File: src/core/dpc_pkg.sv
// Package of register map, field layout and timing for the PLL calibration register bank
package dpc_pkg;

    localparam int unsigned ADDR_W = 12;
    localparam int unsigned DATA_W = 8;
    localparam int unsigned CODE_W = 4;

    // Register offsets
    localparam logic [ADDR_W-1:0] VCO_LOGIC_CONTROL_OFS        = 12'h1b6;
    localparam logic [ADDR_W-1:0] SYNTH_RECAL_PUMP_OFFSET_OFS  = 12'h1b7;
    localparam logic [ADDR_W-1:0] PUMP_CALIBRATION_STATUS_OFS  = 12'h1b8;
    localparam logic [ADDR_W-1:0] PUMP_CALIBRATION_CONTROL_OFS = 12'h1b9;
    localparam logic [ADDR_W-1:0] PUMP_FORCED_CODE_OFS         = 12'h1ba;

    // Field positions
    localparam int unsigned LOGIC_RESET_BIT   = 6;
    localparam int unsigned BIT_SELECT_LSB    = 4;
    localparam int unsigned AMPLITUDE_LSB     = 0;
    localparam int unsigned SYNTH_RECAL_BIT   = 7;
    localparam int unsigned OFFSET_CUR_LSB    = 0;
    localparam int unsigned COMPARATOR_BIT    = 6;
    localparam int unsigned CAL_COMPLETE_BIT  = 5;
    localparam int unsigned OSC_CAL_BIT       = 4;
    localparam int unsigned CAL_RESULT_LSB    = 0;
    localparam int unsigned SLOW_CLOCK_BIT    = 7;
    localparam int unsigned DITHER_BIT        = 6;
    localparam int unsigned MACHINE_EN_BIT    = 5;
    localparam int unsigned OFFSET_OFF_BIT    = 4;
    localparam int unsigned OVERRIDE_BIT      = 3;
    localparam int unsigned CAL_ENABLE_BIT    = 2;
    localparam int unsigned TEST_SELECT_LSB   = 0;
    localparam int unsigned FORCED_CODE_LSB   = 0;

    // Reset values
    localparam logic       LOGIC_RESET_RST  = 1'h1;
    localparam logic [1:0] BIT_SELECT_RST   = 2'h0;
    localparam logic [3:0] AMPLITUDE_RST    = 4'ha;
    localparam logic       SYNTH_RECAL_RST  = 1'h0;
    localparam logic [5:0] OFFSET_CUR_RST   = 6'h00;
    localparam logic       SLOW_CLOCK_RST   = 1'h0;
    localparam logic       DITHER_RST       = 1'h0;
    localparam logic       MACHINE_EN_RST   = 1'h1;
    localparam logic       OFFSET_OFF_RST   = 1'h1;
    localparam logic       OVERRIDE_RST     = 1'h0;
    localparam logic       CAL_ENABLE_RST   = 1'h1;
    localparam logic [1:0] TEST_SELECT_RST  = 2'h0;
    localparam logic [3:0] FORCED_CODE_RST  = 4'h0;

    // Calibration clock timing
    localparam int unsigned CLK_PERIOD_NS    = 50;
    localparam int unsigned CAL_TICK_NS      = 200;
    localparam int unsigned CAL_TICK_CYCLES  = (CAL_TICK_NS + CLK_PERIOD_NS - 1) / CLK_PERIOD_NS;
    localparam int unsigned DIV_W            = 4;
    localparam logic [DIV_W-1:0] TICK_NORMAL = DIV_W'(CAL_TICK_CYCLES - 1);
    localparam logic [DIV_W-1:0] TICK_SLOW   = DIV_W'(2 * CAL_TICK_CYCLES - 1);
    localparam int unsigned OSC_CAL_TICKS    = 8;
    localparam int unsigned STEP_W           = 4;
    localparam logic [STEP_W-1:0] OSC_LAST   = STEP_W'(OSC_CAL_TICKS - 1);
    localparam logic [CODE_W-1:0] SAR_START  = 4'h8;

    typedef enum logic [2:0] {
        DPC_IDLE,
        DPC_OSC_CAL,
        DPC_PUMP_CAL,
        DPC_DONE
    } dpc_state_e;

    // Register access port
    typedef struct packed {
        logic              wr_en;
        logic              rd_en;
        logic [ADDR_W-1:0] addr;
        logic [DATA_W-1:0] wdata;
    } dpc_req_s;

    // Controls driven into the analog PLL
    typedef struct packed {
        logic              oscillator_logic_reset_n;
        logic [1:0]        oscillator_bit_select;
        logic [3:0]        oscillator_amplitude;
        logic              manual_synth_recal;
        logic [5:0]        pump_offset_current;
        logic              pump_offset_disable;
        logic              dither_mode;
        logic [1:0]        pump_test_select;
        logic              oscillator_cal_clock;
        logic [CODE_W-1:0] pump_cal_code;
    } dpc_ctrl_s;

endpackage

File: src/core/dpc_regs.sv
// PLL calibration and test register bank with its power-up calibration sequencer
`timescale 1ns/100ps

// Summary of operation
// - Bit 6 of the oscillator control register is a read/write logic reset control that resets to 1 (released).
// - Bit 7 of the recalibration register is read/write, resets to 0, and drives the manual synthesizer recalibration control.
// - Status bit 6 shows the live charge-pump calibration comparator output and reads 0 after reset.
// - Status bit 5 flags completed pump calibration, bit 4 shows oscillator calibration and [3:0] the code.
// - Control bit 7, reset 0, halves the oscillator calibration clock rate when set.
// - Control bit 5, reset 1, enables the power-mode sequencing machine, which does not run when cleared.
// - Control bit 3, reset 0, selects the externally supplied pump calibration code over the calibrated one.
// - Control bit 2, reset 1, enables pump calibration, which is skipped when cleared.
// - The forced pump code comes from its own 4-bit field and applies only while the machine is off.
// - While enabled the machine calibrates the pump and keeps the result for readback.
module dpc_regs (
    input  wire logic                            core_clk,
    input  wire logic                            resetn,
    input  wire dpc_pkg::dpc_req_s               reg_req,
    output logic [dpc_pkg::DATA_W-1:0]           reg_rdata,
    input  wire logic                            pump_comparator,
    output dpc_pkg::dpc_ctrl_s                   pll_ctrl
);

    typedef struct packed {
        logic                            logic_reset_n;
        logic [1:0]                      bit_select;
        logic [3:0]                      amplitude;
        logic                            synth_recal;
        logic [5:0]                      offset_cur;
        logic                            slow_clock;
        logic                            dither;
        logic                            machine_en;
        logic                            offset_off;
        logic                            override;
        logic                            cal_enable;
        logic [1:0]                      test_select;
        logic [dpc_pkg::CODE_W-1:0]      forced_code;
        logic                            comparator;
        logic                            complete;
        logic [dpc_pkg::CODE_W-1:0]      result;
        logic [dpc_pkg::CODE_W-1:0]      trial;
        logic [1:0]                      bit_idx;
        logic [dpc_pkg::STEP_W-1:0]      steps;
        logic [dpc_pkg::DIV_W-1:0]       div;
        logic                            cal_clock;
        logic                            machine_en_d;
        dpc_pkg::dpc_state_e             state;
        logic [dpc_pkg::DATA_W-1:0]      rdata;
    } dpc_state_s;

    dpc_state_s st_reg;
    dpc_state_s st_next;

    logic                        tick;
    logic [dpc_pkg::DATA_W-1:0]  rd_value;
    logic                        wr;

    assign wr   = reg_req.wr_en;
    // Calibration tick pacing; slow mode doubles the divider
    assign tick = (st_reg.div == (st_reg.slow_clock ? dpc_pkg::TICK_SLOW : dpc_pkg::TICK_NORMAL));

    always_comb begin
        rd_value = '0;
        if (reg_req.addr == dpc_pkg::VCO_LOGIC_CONTROL_OFS) begin
            rd_value[dpc_pkg::LOGIC_RESET_BIT]                   = st_reg.logic_reset_n;
            rd_value[dpc_pkg::BIT_SELECT_LSB +: 2]               = st_reg.bit_select;
            rd_value[dpc_pkg::AMPLITUDE_LSB +: 4]                = st_reg.amplitude;
        end else if (reg_req.addr == dpc_pkg::SYNTH_RECAL_PUMP_OFFSET_OFS) begin
            rd_value[dpc_pkg::SYNTH_RECAL_BIT]                   = st_reg.synth_recal;
            rd_value[dpc_pkg::OFFSET_CUR_LSB +: 6]               = st_reg.offset_cur;
        end else if (reg_req.addr == dpc_pkg::PUMP_CALIBRATION_STATUS_OFS) begin
            rd_value[dpc_pkg::COMPARATOR_BIT]                    = st_reg.comparator;
            rd_value[dpc_pkg::CAL_COMPLETE_BIT]                  = st_reg.complete;
            rd_value[dpc_pkg::OSC_CAL_BIT]                       = (st_reg.state == dpc_pkg::DPC_OSC_CAL);
            rd_value[dpc_pkg::CAL_RESULT_LSB +: dpc_pkg::CODE_W] = st_reg.result;
        end else if (reg_req.addr == dpc_pkg::PUMP_CALIBRATION_CONTROL_OFS) begin
            rd_value[dpc_pkg::SLOW_CLOCK_BIT]                    = st_reg.slow_clock;
            rd_value[dpc_pkg::DITHER_BIT]                        = st_reg.dither;
            rd_value[dpc_pkg::MACHINE_EN_BIT]                    = st_reg.machine_en;
            rd_value[dpc_pkg::OFFSET_OFF_BIT]                    = st_reg.offset_off;
            rd_value[dpc_pkg::OVERRIDE_BIT]                      = st_reg.override;
            rd_value[dpc_pkg::CAL_ENABLE_BIT]                    = st_reg.cal_enable;
            rd_value[dpc_pkg::TEST_SELECT_LSB +: 2]              = st_reg.test_select;
        end else if (reg_req.addr == dpc_pkg::PUMP_FORCED_CODE_OFS) begin
            rd_value[dpc_pkg::FORCED_CODE_LSB +: dpc_pkg::CODE_W] = st_reg.forced_code;
        end
    end

    always_comb begin
        st_next            = st_reg;
        st_next.comparator = pump_comparator;
        st_next.machine_en_d = st_reg.machine_en;
        st_next.div        = tick ? '0 : st_reg.div + 1'b1;
        if (tick) begin
            st_next.cal_clock = ~st_reg.cal_clock;
        end
        if (reg_req.rd_en) begin
            st_next.rdata = rd_value;
        end

        // Status register and reserved bits have no write path
        if (wr && reg_req.addr == dpc_pkg::VCO_LOGIC_CONTROL_OFS) begin
            st_next.logic_reset_n = reg_req.wdata[dpc_pkg::LOGIC_RESET_BIT];
            st_next.bit_select    = reg_req.wdata[dpc_pkg::BIT_SELECT_LSB +: 2];
            st_next.amplitude     = reg_req.wdata[dpc_pkg::AMPLITUDE_LSB +: 4];
        end else if (wr && reg_req.addr == dpc_pkg::SYNTH_RECAL_PUMP_OFFSET_OFS) begin
            st_next.synth_recal   = reg_req.wdata[dpc_pkg::SYNTH_RECAL_BIT];
            st_next.offset_cur    = reg_req.wdata[dpc_pkg::OFFSET_CUR_LSB +: 6];
        end else if (wr && reg_req.addr == dpc_pkg::PUMP_CALIBRATION_CONTROL_OFS) begin
            st_next.slow_clock    = reg_req.wdata[dpc_pkg::SLOW_CLOCK_BIT];
            st_next.dither        = reg_req.wdata[dpc_pkg::DITHER_BIT];
            st_next.machine_en    = reg_req.wdata[dpc_pkg::MACHINE_EN_BIT];
            st_next.offset_off    = reg_req.wdata[dpc_pkg::OFFSET_OFF_BIT];
            st_next.override      = reg_req.wdata[dpc_pkg::OVERRIDE_BIT];
            st_next.cal_enable    = reg_req.wdata[dpc_pkg::CAL_ENABLE_BIT];
            st_next.test_select   = reg_req.wdata[dpc_pkg::TEST_SELECT_LSB +: 2];
        end else if (wr && reg_req.addr == dpc_pkg::PUMP_FORCED_CODE_OFS) begin
            st_next.forced_code   = reg_req.wdata[dpc_pkg::FORCED_CODE_LSB +: dpc_pkg::CODE_W];
        end

        // Power-up sequencer: oscillator calibration, then a binary search on the pump code
        case (st_reg.state)
            dpc_pkg::DPC_IDLE: begin
                if (st_reg.machine_en && !st_reg.machine_en_d) begin
                    st_next.state    = dpc_pkg::DPC_OSC_CAL;
                    st_next.steps    = '0;
                    st_next.complete = 1'b0;
                end
            end
            dpc_pkg::DPC_OSC_CAL: begin
                if (tick) begin
                    st_next.steps = st_reg.steps + 1'b1;
                    if (st_reg.steps == dpc_pkg::OSC_LAST) begin
                        if (st_reg.cal_enable) begin
                            st_next.state   = dpc_pkg::DPC_PUMP_CAL;
                            st_next.trial   = dpc_pkg::SAR_START;
                            st_next.bit_idx = 2'h3;
                        end else begin
                            st_next.state   = dpc_pkg::DPC_DONE;
                        end
                    end
                end
            end
            dpc_pkg::DPC_PUMP_CAL: begin
                if (tick) begin
                    // Comparator high keeps the trial bit; low drops it
                    st_next.trial[st_reg.bit_idx] = st_reg.comparator;
                    if (st_reg.bit_idx == 2'h0) begin
                        st_next.result   = {st_reg.trial[3:1], st_reg.comparator};
                        st_next.complete = 1'b1;
                        st_next.state    = dpc_pkg::DPC_DONE;
                    end else begin
                        st_next.trial[st_reg.bit_idx - 2'h1] = 1'b1;
                        st_next.bit_idx = st_reg.bit_idx - 2'h1;
                    end
                end
            end
            dpc_pkg::DPC_DONE: begin
                // Result stays held until a later pump calibration completes
                st_next.state = dpc_pkg::DPC_DONE;
            end
            default: begin
                st_next.state = dpc_pkg::DPC_IDLE;
            end
        endcase
        if (!st_reg.machine_en) begin
            st_next.state = dpc_pkg::DPC_IDLE;
        end

        if (!resetn) begin
            st_next               = '0;
            st_next.logic_reset_n = dpc_pkg::LOGIC_RESET_RST;
            st_next.bit_select    = dpc_pkg::BIT_SELECT_RST;
            st_next.amplitude     = dpc_pkg::AMPLITUDE_RST;
            st_next.synth_recal   = dpc_pkg::SYNTH_RECAL_RST;
            st_next.offset_cur    = dpc_pkg::OFFSET_CUR_RST;
            st_next.slow_clock    = dpc_pkg::SLOW_CLOCK_RST;
            st_next.dither        = dpc_pkg::DITHER_RST;
            st_next.machine_en    = dpc_pkg::MACHINE_EN_RST;
            st_next.offset_off    = dpc_pkg::OFFSET_OFF_RST;
            st_next.override      = dpc_pkg::OVERRIDE_RST;
            st_next.cal_enable    = dpc_pkg::CAL_ENABLE_RST;
            st_next.test_select   = dpc_pkg::TEST_SELECT_RST;
            st_next.forced_code   = dpc_pkg::FORCED_CODE_RST;
            // Leaving machine_en_d low starts a calibration after reset release
            st_next.state         = dpc_pkg::DPC_IDLE;
        end
    end

    always_ff @(posedge core_clk) begin
        st_reg <= st_next;
    end

    assign reg_rdata = st_reg.rdata;

    always_comb begin
        pll_ctrl.oscillator_logic_reset_n = st_reg.logic_reset_n;
        pll_ctrl.oscillator_bit_select    = st_reg.bit_select;
        pll_ctrl.oscillator_amplitude     = st_reg.amplitude;
        pll_ctrl.manual_synth_recal       = st_reg.synth_recal;
        pll_ctrl.pump_offset_current      = st_reg.offset_cur;
        pll_ctrl.pump_offset_disable      = st_reg.offset_off;
        pll_ctrl.dither_mode              = st_reg.dither;
        pll_ctrl.pump_test_select         = st_reg.test_select;
        pll_ctrl.oscillator_cal_clock     = st_reg.cal_clock;
        // During the search the trial code drives the pump so the comparator sees it
        if (st_reg.override && !st_reg.machine_en) begin
            pll_ctrl.pump_cal_code = st_reg.forced_code;
        end else if (st_reg.state == dpc_pkg::DPC_PUMP_CAL) begin
            pll_ctrl.pump_cal_code = st_reg.trial;
        end else begin
            pll_ctrl.pump_cal_code = st_reg.result;
        end
    end

endmodule

File: config.mk
export PLATFORM = sky130hd
export DESIGN_NAME = dpc_regs
export DESIGN_NICKNAME = d
export VERILOG_FILES = /design/src/core/dpc_pkg.sv /design/src/core/dpc_regs.sv
export SDC_FILE = /design/constraint.sdc
export NUM_CORES = 1
export LEC_CHECK = 0
export BUFFER_PORTS_ARGS = -buffer_cell sky130_fd_sc_hd__buf_2
export CORE_ASPECT_RATIO = 1.25
export CORE_MARGIN = 4
export CORE_UTILIZATION = 55
export CTS_BUF_LIST = sky130_fd_sc_hd__clkbuf_4 sky130_fd_sc_hd__clkbuf_8 sky130_fd_sc_hd__clkbuf_16
export DETAILED_ROUTE_END_ITERATION = 8
export PLACE_DENSITY = 0.88
export SYNTH_ARGS = -nofsm -noshare
export SYNTH_HDL_FRONTEND = slang
export SYNTH_SLANG_ARGS = --single-unit
File: constraint.sdc
create_clock -name core_clk -period 2.1 [get_ports core_clk]
set_clock_uncertainty 0.15 [all_clocks]
set_input_delay 0.21 -clock core_clk [delete_from_list [all_inputs] [get_ports core_clk]]
set_output_delay 0.21 -clock core_clk [all_outputs]
set_load 0.02 [all_outputs]
==> results.md <==
- Synth area leader: dfxtp_1
- I/O Pins: 56
- Required time worst endpoint: 1.74 ns
- Largest net degree at the start of global routing: 30
- WL per Instance: 16.0 um
- Distinct cells, synth: 47
- Final hold violation count: 0
- Clk Tree Root Cell: clkbuf_8
- Share of the synthesized area in the top cell type: 39.2%
- XOR/XNOR Fraction of Synth Area: 2.36%
- Largest family of logic cells by synthesized area: simple AND/OR/NAND/NOR gates
- Async set-reset flop share out of synthesis: 0%
- TritonCTS Buffers: 9
- Yosys reg bits: 58
- CTS tree: done
- Critical path arrival: 1.57 ns
- Post-synthesis simple-gate area fraction: 22.5%
- Fmax: ~520 MHz
- Most frequent cell after synthesis: dfxtp_1
- Reg area: 0.00116 mm^2
- Pre-antenna DRT Iters: 4
- Number of fill cells: roughly 410
- Outcome: finished, final reports clean
- Avg Cell Area, Syn: 9.32 um^2
- Register area share after synthesis: a little under 40%
- Pwr Total: 2.29 mW
- Hold Path Class: primary input to flop
- CTS max path bufs: 2
- Maximum vdd drop: 0.000470 V
- Worst path slowest cell: dfxtp_1
- Max-cap viol count: 0
- Worst stage delay on the critical path: 0.35 ns
- Crit-path cells: nand2b_2, mux2i_1, o21ai_0, buf_2
- First-pass GRT wire length: between 10000 and 15000 um
- Fin worst setup slack: 0.172 ns
- CP Buf/Inv Count: 1
- Rel. slew slack: 68.3%
- Synth Area in Compound Gates: 11.0%
- Critical path's top delay family: flip-flops
- YS warnings: 0
- Vias per std cell: 5.75
- Clk_lat worst skew: 0.34 ns
- Fin nets: 380
- Area delta synth->final: 13.4%
- Primary FF master, synth: dfxtp_1
- Min cycle time layout: 1.93 ns
- Detailed Route WL: 6720 um
- First-iteration detailed-routing DRC count: 235
- Period utilisation layout: 91.8%
- Initial Util: between 50% and 60%
- Final setup vio count: 0
- Pins over their slew limit: 0
- Area share of fa/ha/maj cells after synthesis: less than 1%
- Max reg flops: 31
- Fin util: 65.3%
- Mux contribution to synthesized area: 13.7%
- Post-placement cell area: 0.00310 mm^2
- Row count: 29
- Die Height: approximately 90 um
- Antenna cell count: 0
- Antenna viol nets, final: 0
- Die area: 0.00663 mm^2
- Crit path launch: st_reg[8]
- Post-synth top cells: 58 x dfxtp_1, 36 x mux2i_1, 30 x nor2b_1
- Share of cells above drive strength 1: 27.5%
- Multi-input gate area: between 0.0015 and 0.002 mm^2
- DRC viols: 0
- Worst Tran Pin Value: 0.472 ns
- Tot GR Track Use: 20.8%
- Unrepaired setup endpoints after global routing: false
- CP endpoint kind: output port
- PwrDens: 682 mW/mm^2
- Buffers added on ports: 55
- Post-synth EDFFs: 0
- Core footprint: 0.00515 mm^2
- Die span in x: roughly 74 um
- Leak: 1.44 nW
- Clock-pin slew on the worst setup and hold paths: 0.07 ns
- Startpoint Class: flop
- Cells after synthesis: 318
- Fin area: 0.00336 mm^2
- CTS sink count: just under 60
- Worst-path maximum fanout: 9
- Largest cells by area after synthesis: dfxtp_1 39%, mux2i_1 12%, buf_4 6.8%
- Hold Startpoint: reg_req[7]
- Mapped cell area: 0.00296 mm^2
- CP Class: flop to output port
- Worst slack at placement: 0.00538 ns
- H-tree depth: 3
- Setup tns final: 0 ns
- Post-Syn Nets: 345
- Routability cong.: approximately 0.83
- Total number of vias: 2408
- R2r startpoint: st_reg[13]
- Dpl hpwl: 4920 um
- Initial antenna violation count: 0
- Congestion Overflow GR: 0
- Vias in the first global route: roughly 2300
[path summary, 6_finish.rpt]
kind	slack (ns)	cells past startpoint	end
hold reg to reg	0.30	2	reg_rdata[0]
hold / removal	0.007	3	pll_ctrl[15]
setup reg to reg	0.27	6	st_reg[25]
setup / recovery	0.17	4	pll_ctrl[3]
[placed cells by master, fill, tap and decap left out, types with 10 or more instances in the layout]
| master | instances |
|---|---|
| nand2_1 | 27 |
| buf_4 | 11 |
| nor2_1 | 13 |
| dfxtp_1 | 57 |
| clkbuf_8 | 10 |
| mux2i_1 | 36 |
| nand3_1 | 11 |
| buf_2 | 55 |
| nor2b_1 | 28 |
[stage by stage]
step	std cells	hold slack, ns
after global placement	398	0.270
after CTS	419	0.00846
after global routing	419	0.0139
after detailed placement	398	0.270
after floorplan	318	0.185
final	419	0.00694
[repair_timing]
action	4_1_cts	5_1_grt
gates resized for setup	1	4
gates cloned	0	0
pin swaps	0	0
hold buffers	6	0
setup endpoints to repair	2	3
endpoints found under the hold margin	6	0
buffers inserted	0	0
[worst reg2reg max path, cell delays in order (launching register included)]
cell,delay (ns)
dfxtp_1,0.35
ha_1,0.19
nor2b_2,0.28
nand2_1,0.20
buf_4,0.22
o31ai_1,0.22
a21boi_0,0.11
[area by class of cell]
class | instances | share of cell area (%)
multi-input combinational | 211 | 44.8
sequential | 58 | 34.6
inverter | 1 | 0.112
clock inverter | 5 | 1.64
tap | 62 | 2.31
clock buffer | 10 | 4.09
timing repair buffer | 72 | 12.4
[logic make-up after synthesis]
logic type               Yosys count
AND/OR/NAND/NOR                  117
flip-flops                        58
buffers and inverters             49
AO/OA/AOI/OAI                     44
multiplexers                      40
XOR/XNOR                           8
adder cells (fa/ha/maj)            2
[power breakdown]
part / total [mW] / internal [mW] / switching (mW)
logic: 0.154 / 0.0698 / 0.0844
clock network: 1.02 / 0.568 / 0.448
registers: 1.12 / 1.11 / 0.0107
[layer usage]
layer	part of all wire, %	vias up	routed length [um]	track usage, %
li1	-	1170	-	-
met1	40	1138	2690	23.2
met2	52	87	3490	35.1
met3	6.4	13	429	5.92
met4	1.7	0	112	9.97
met5	0	-	0	0
Power figures use the tool's default switching activity.
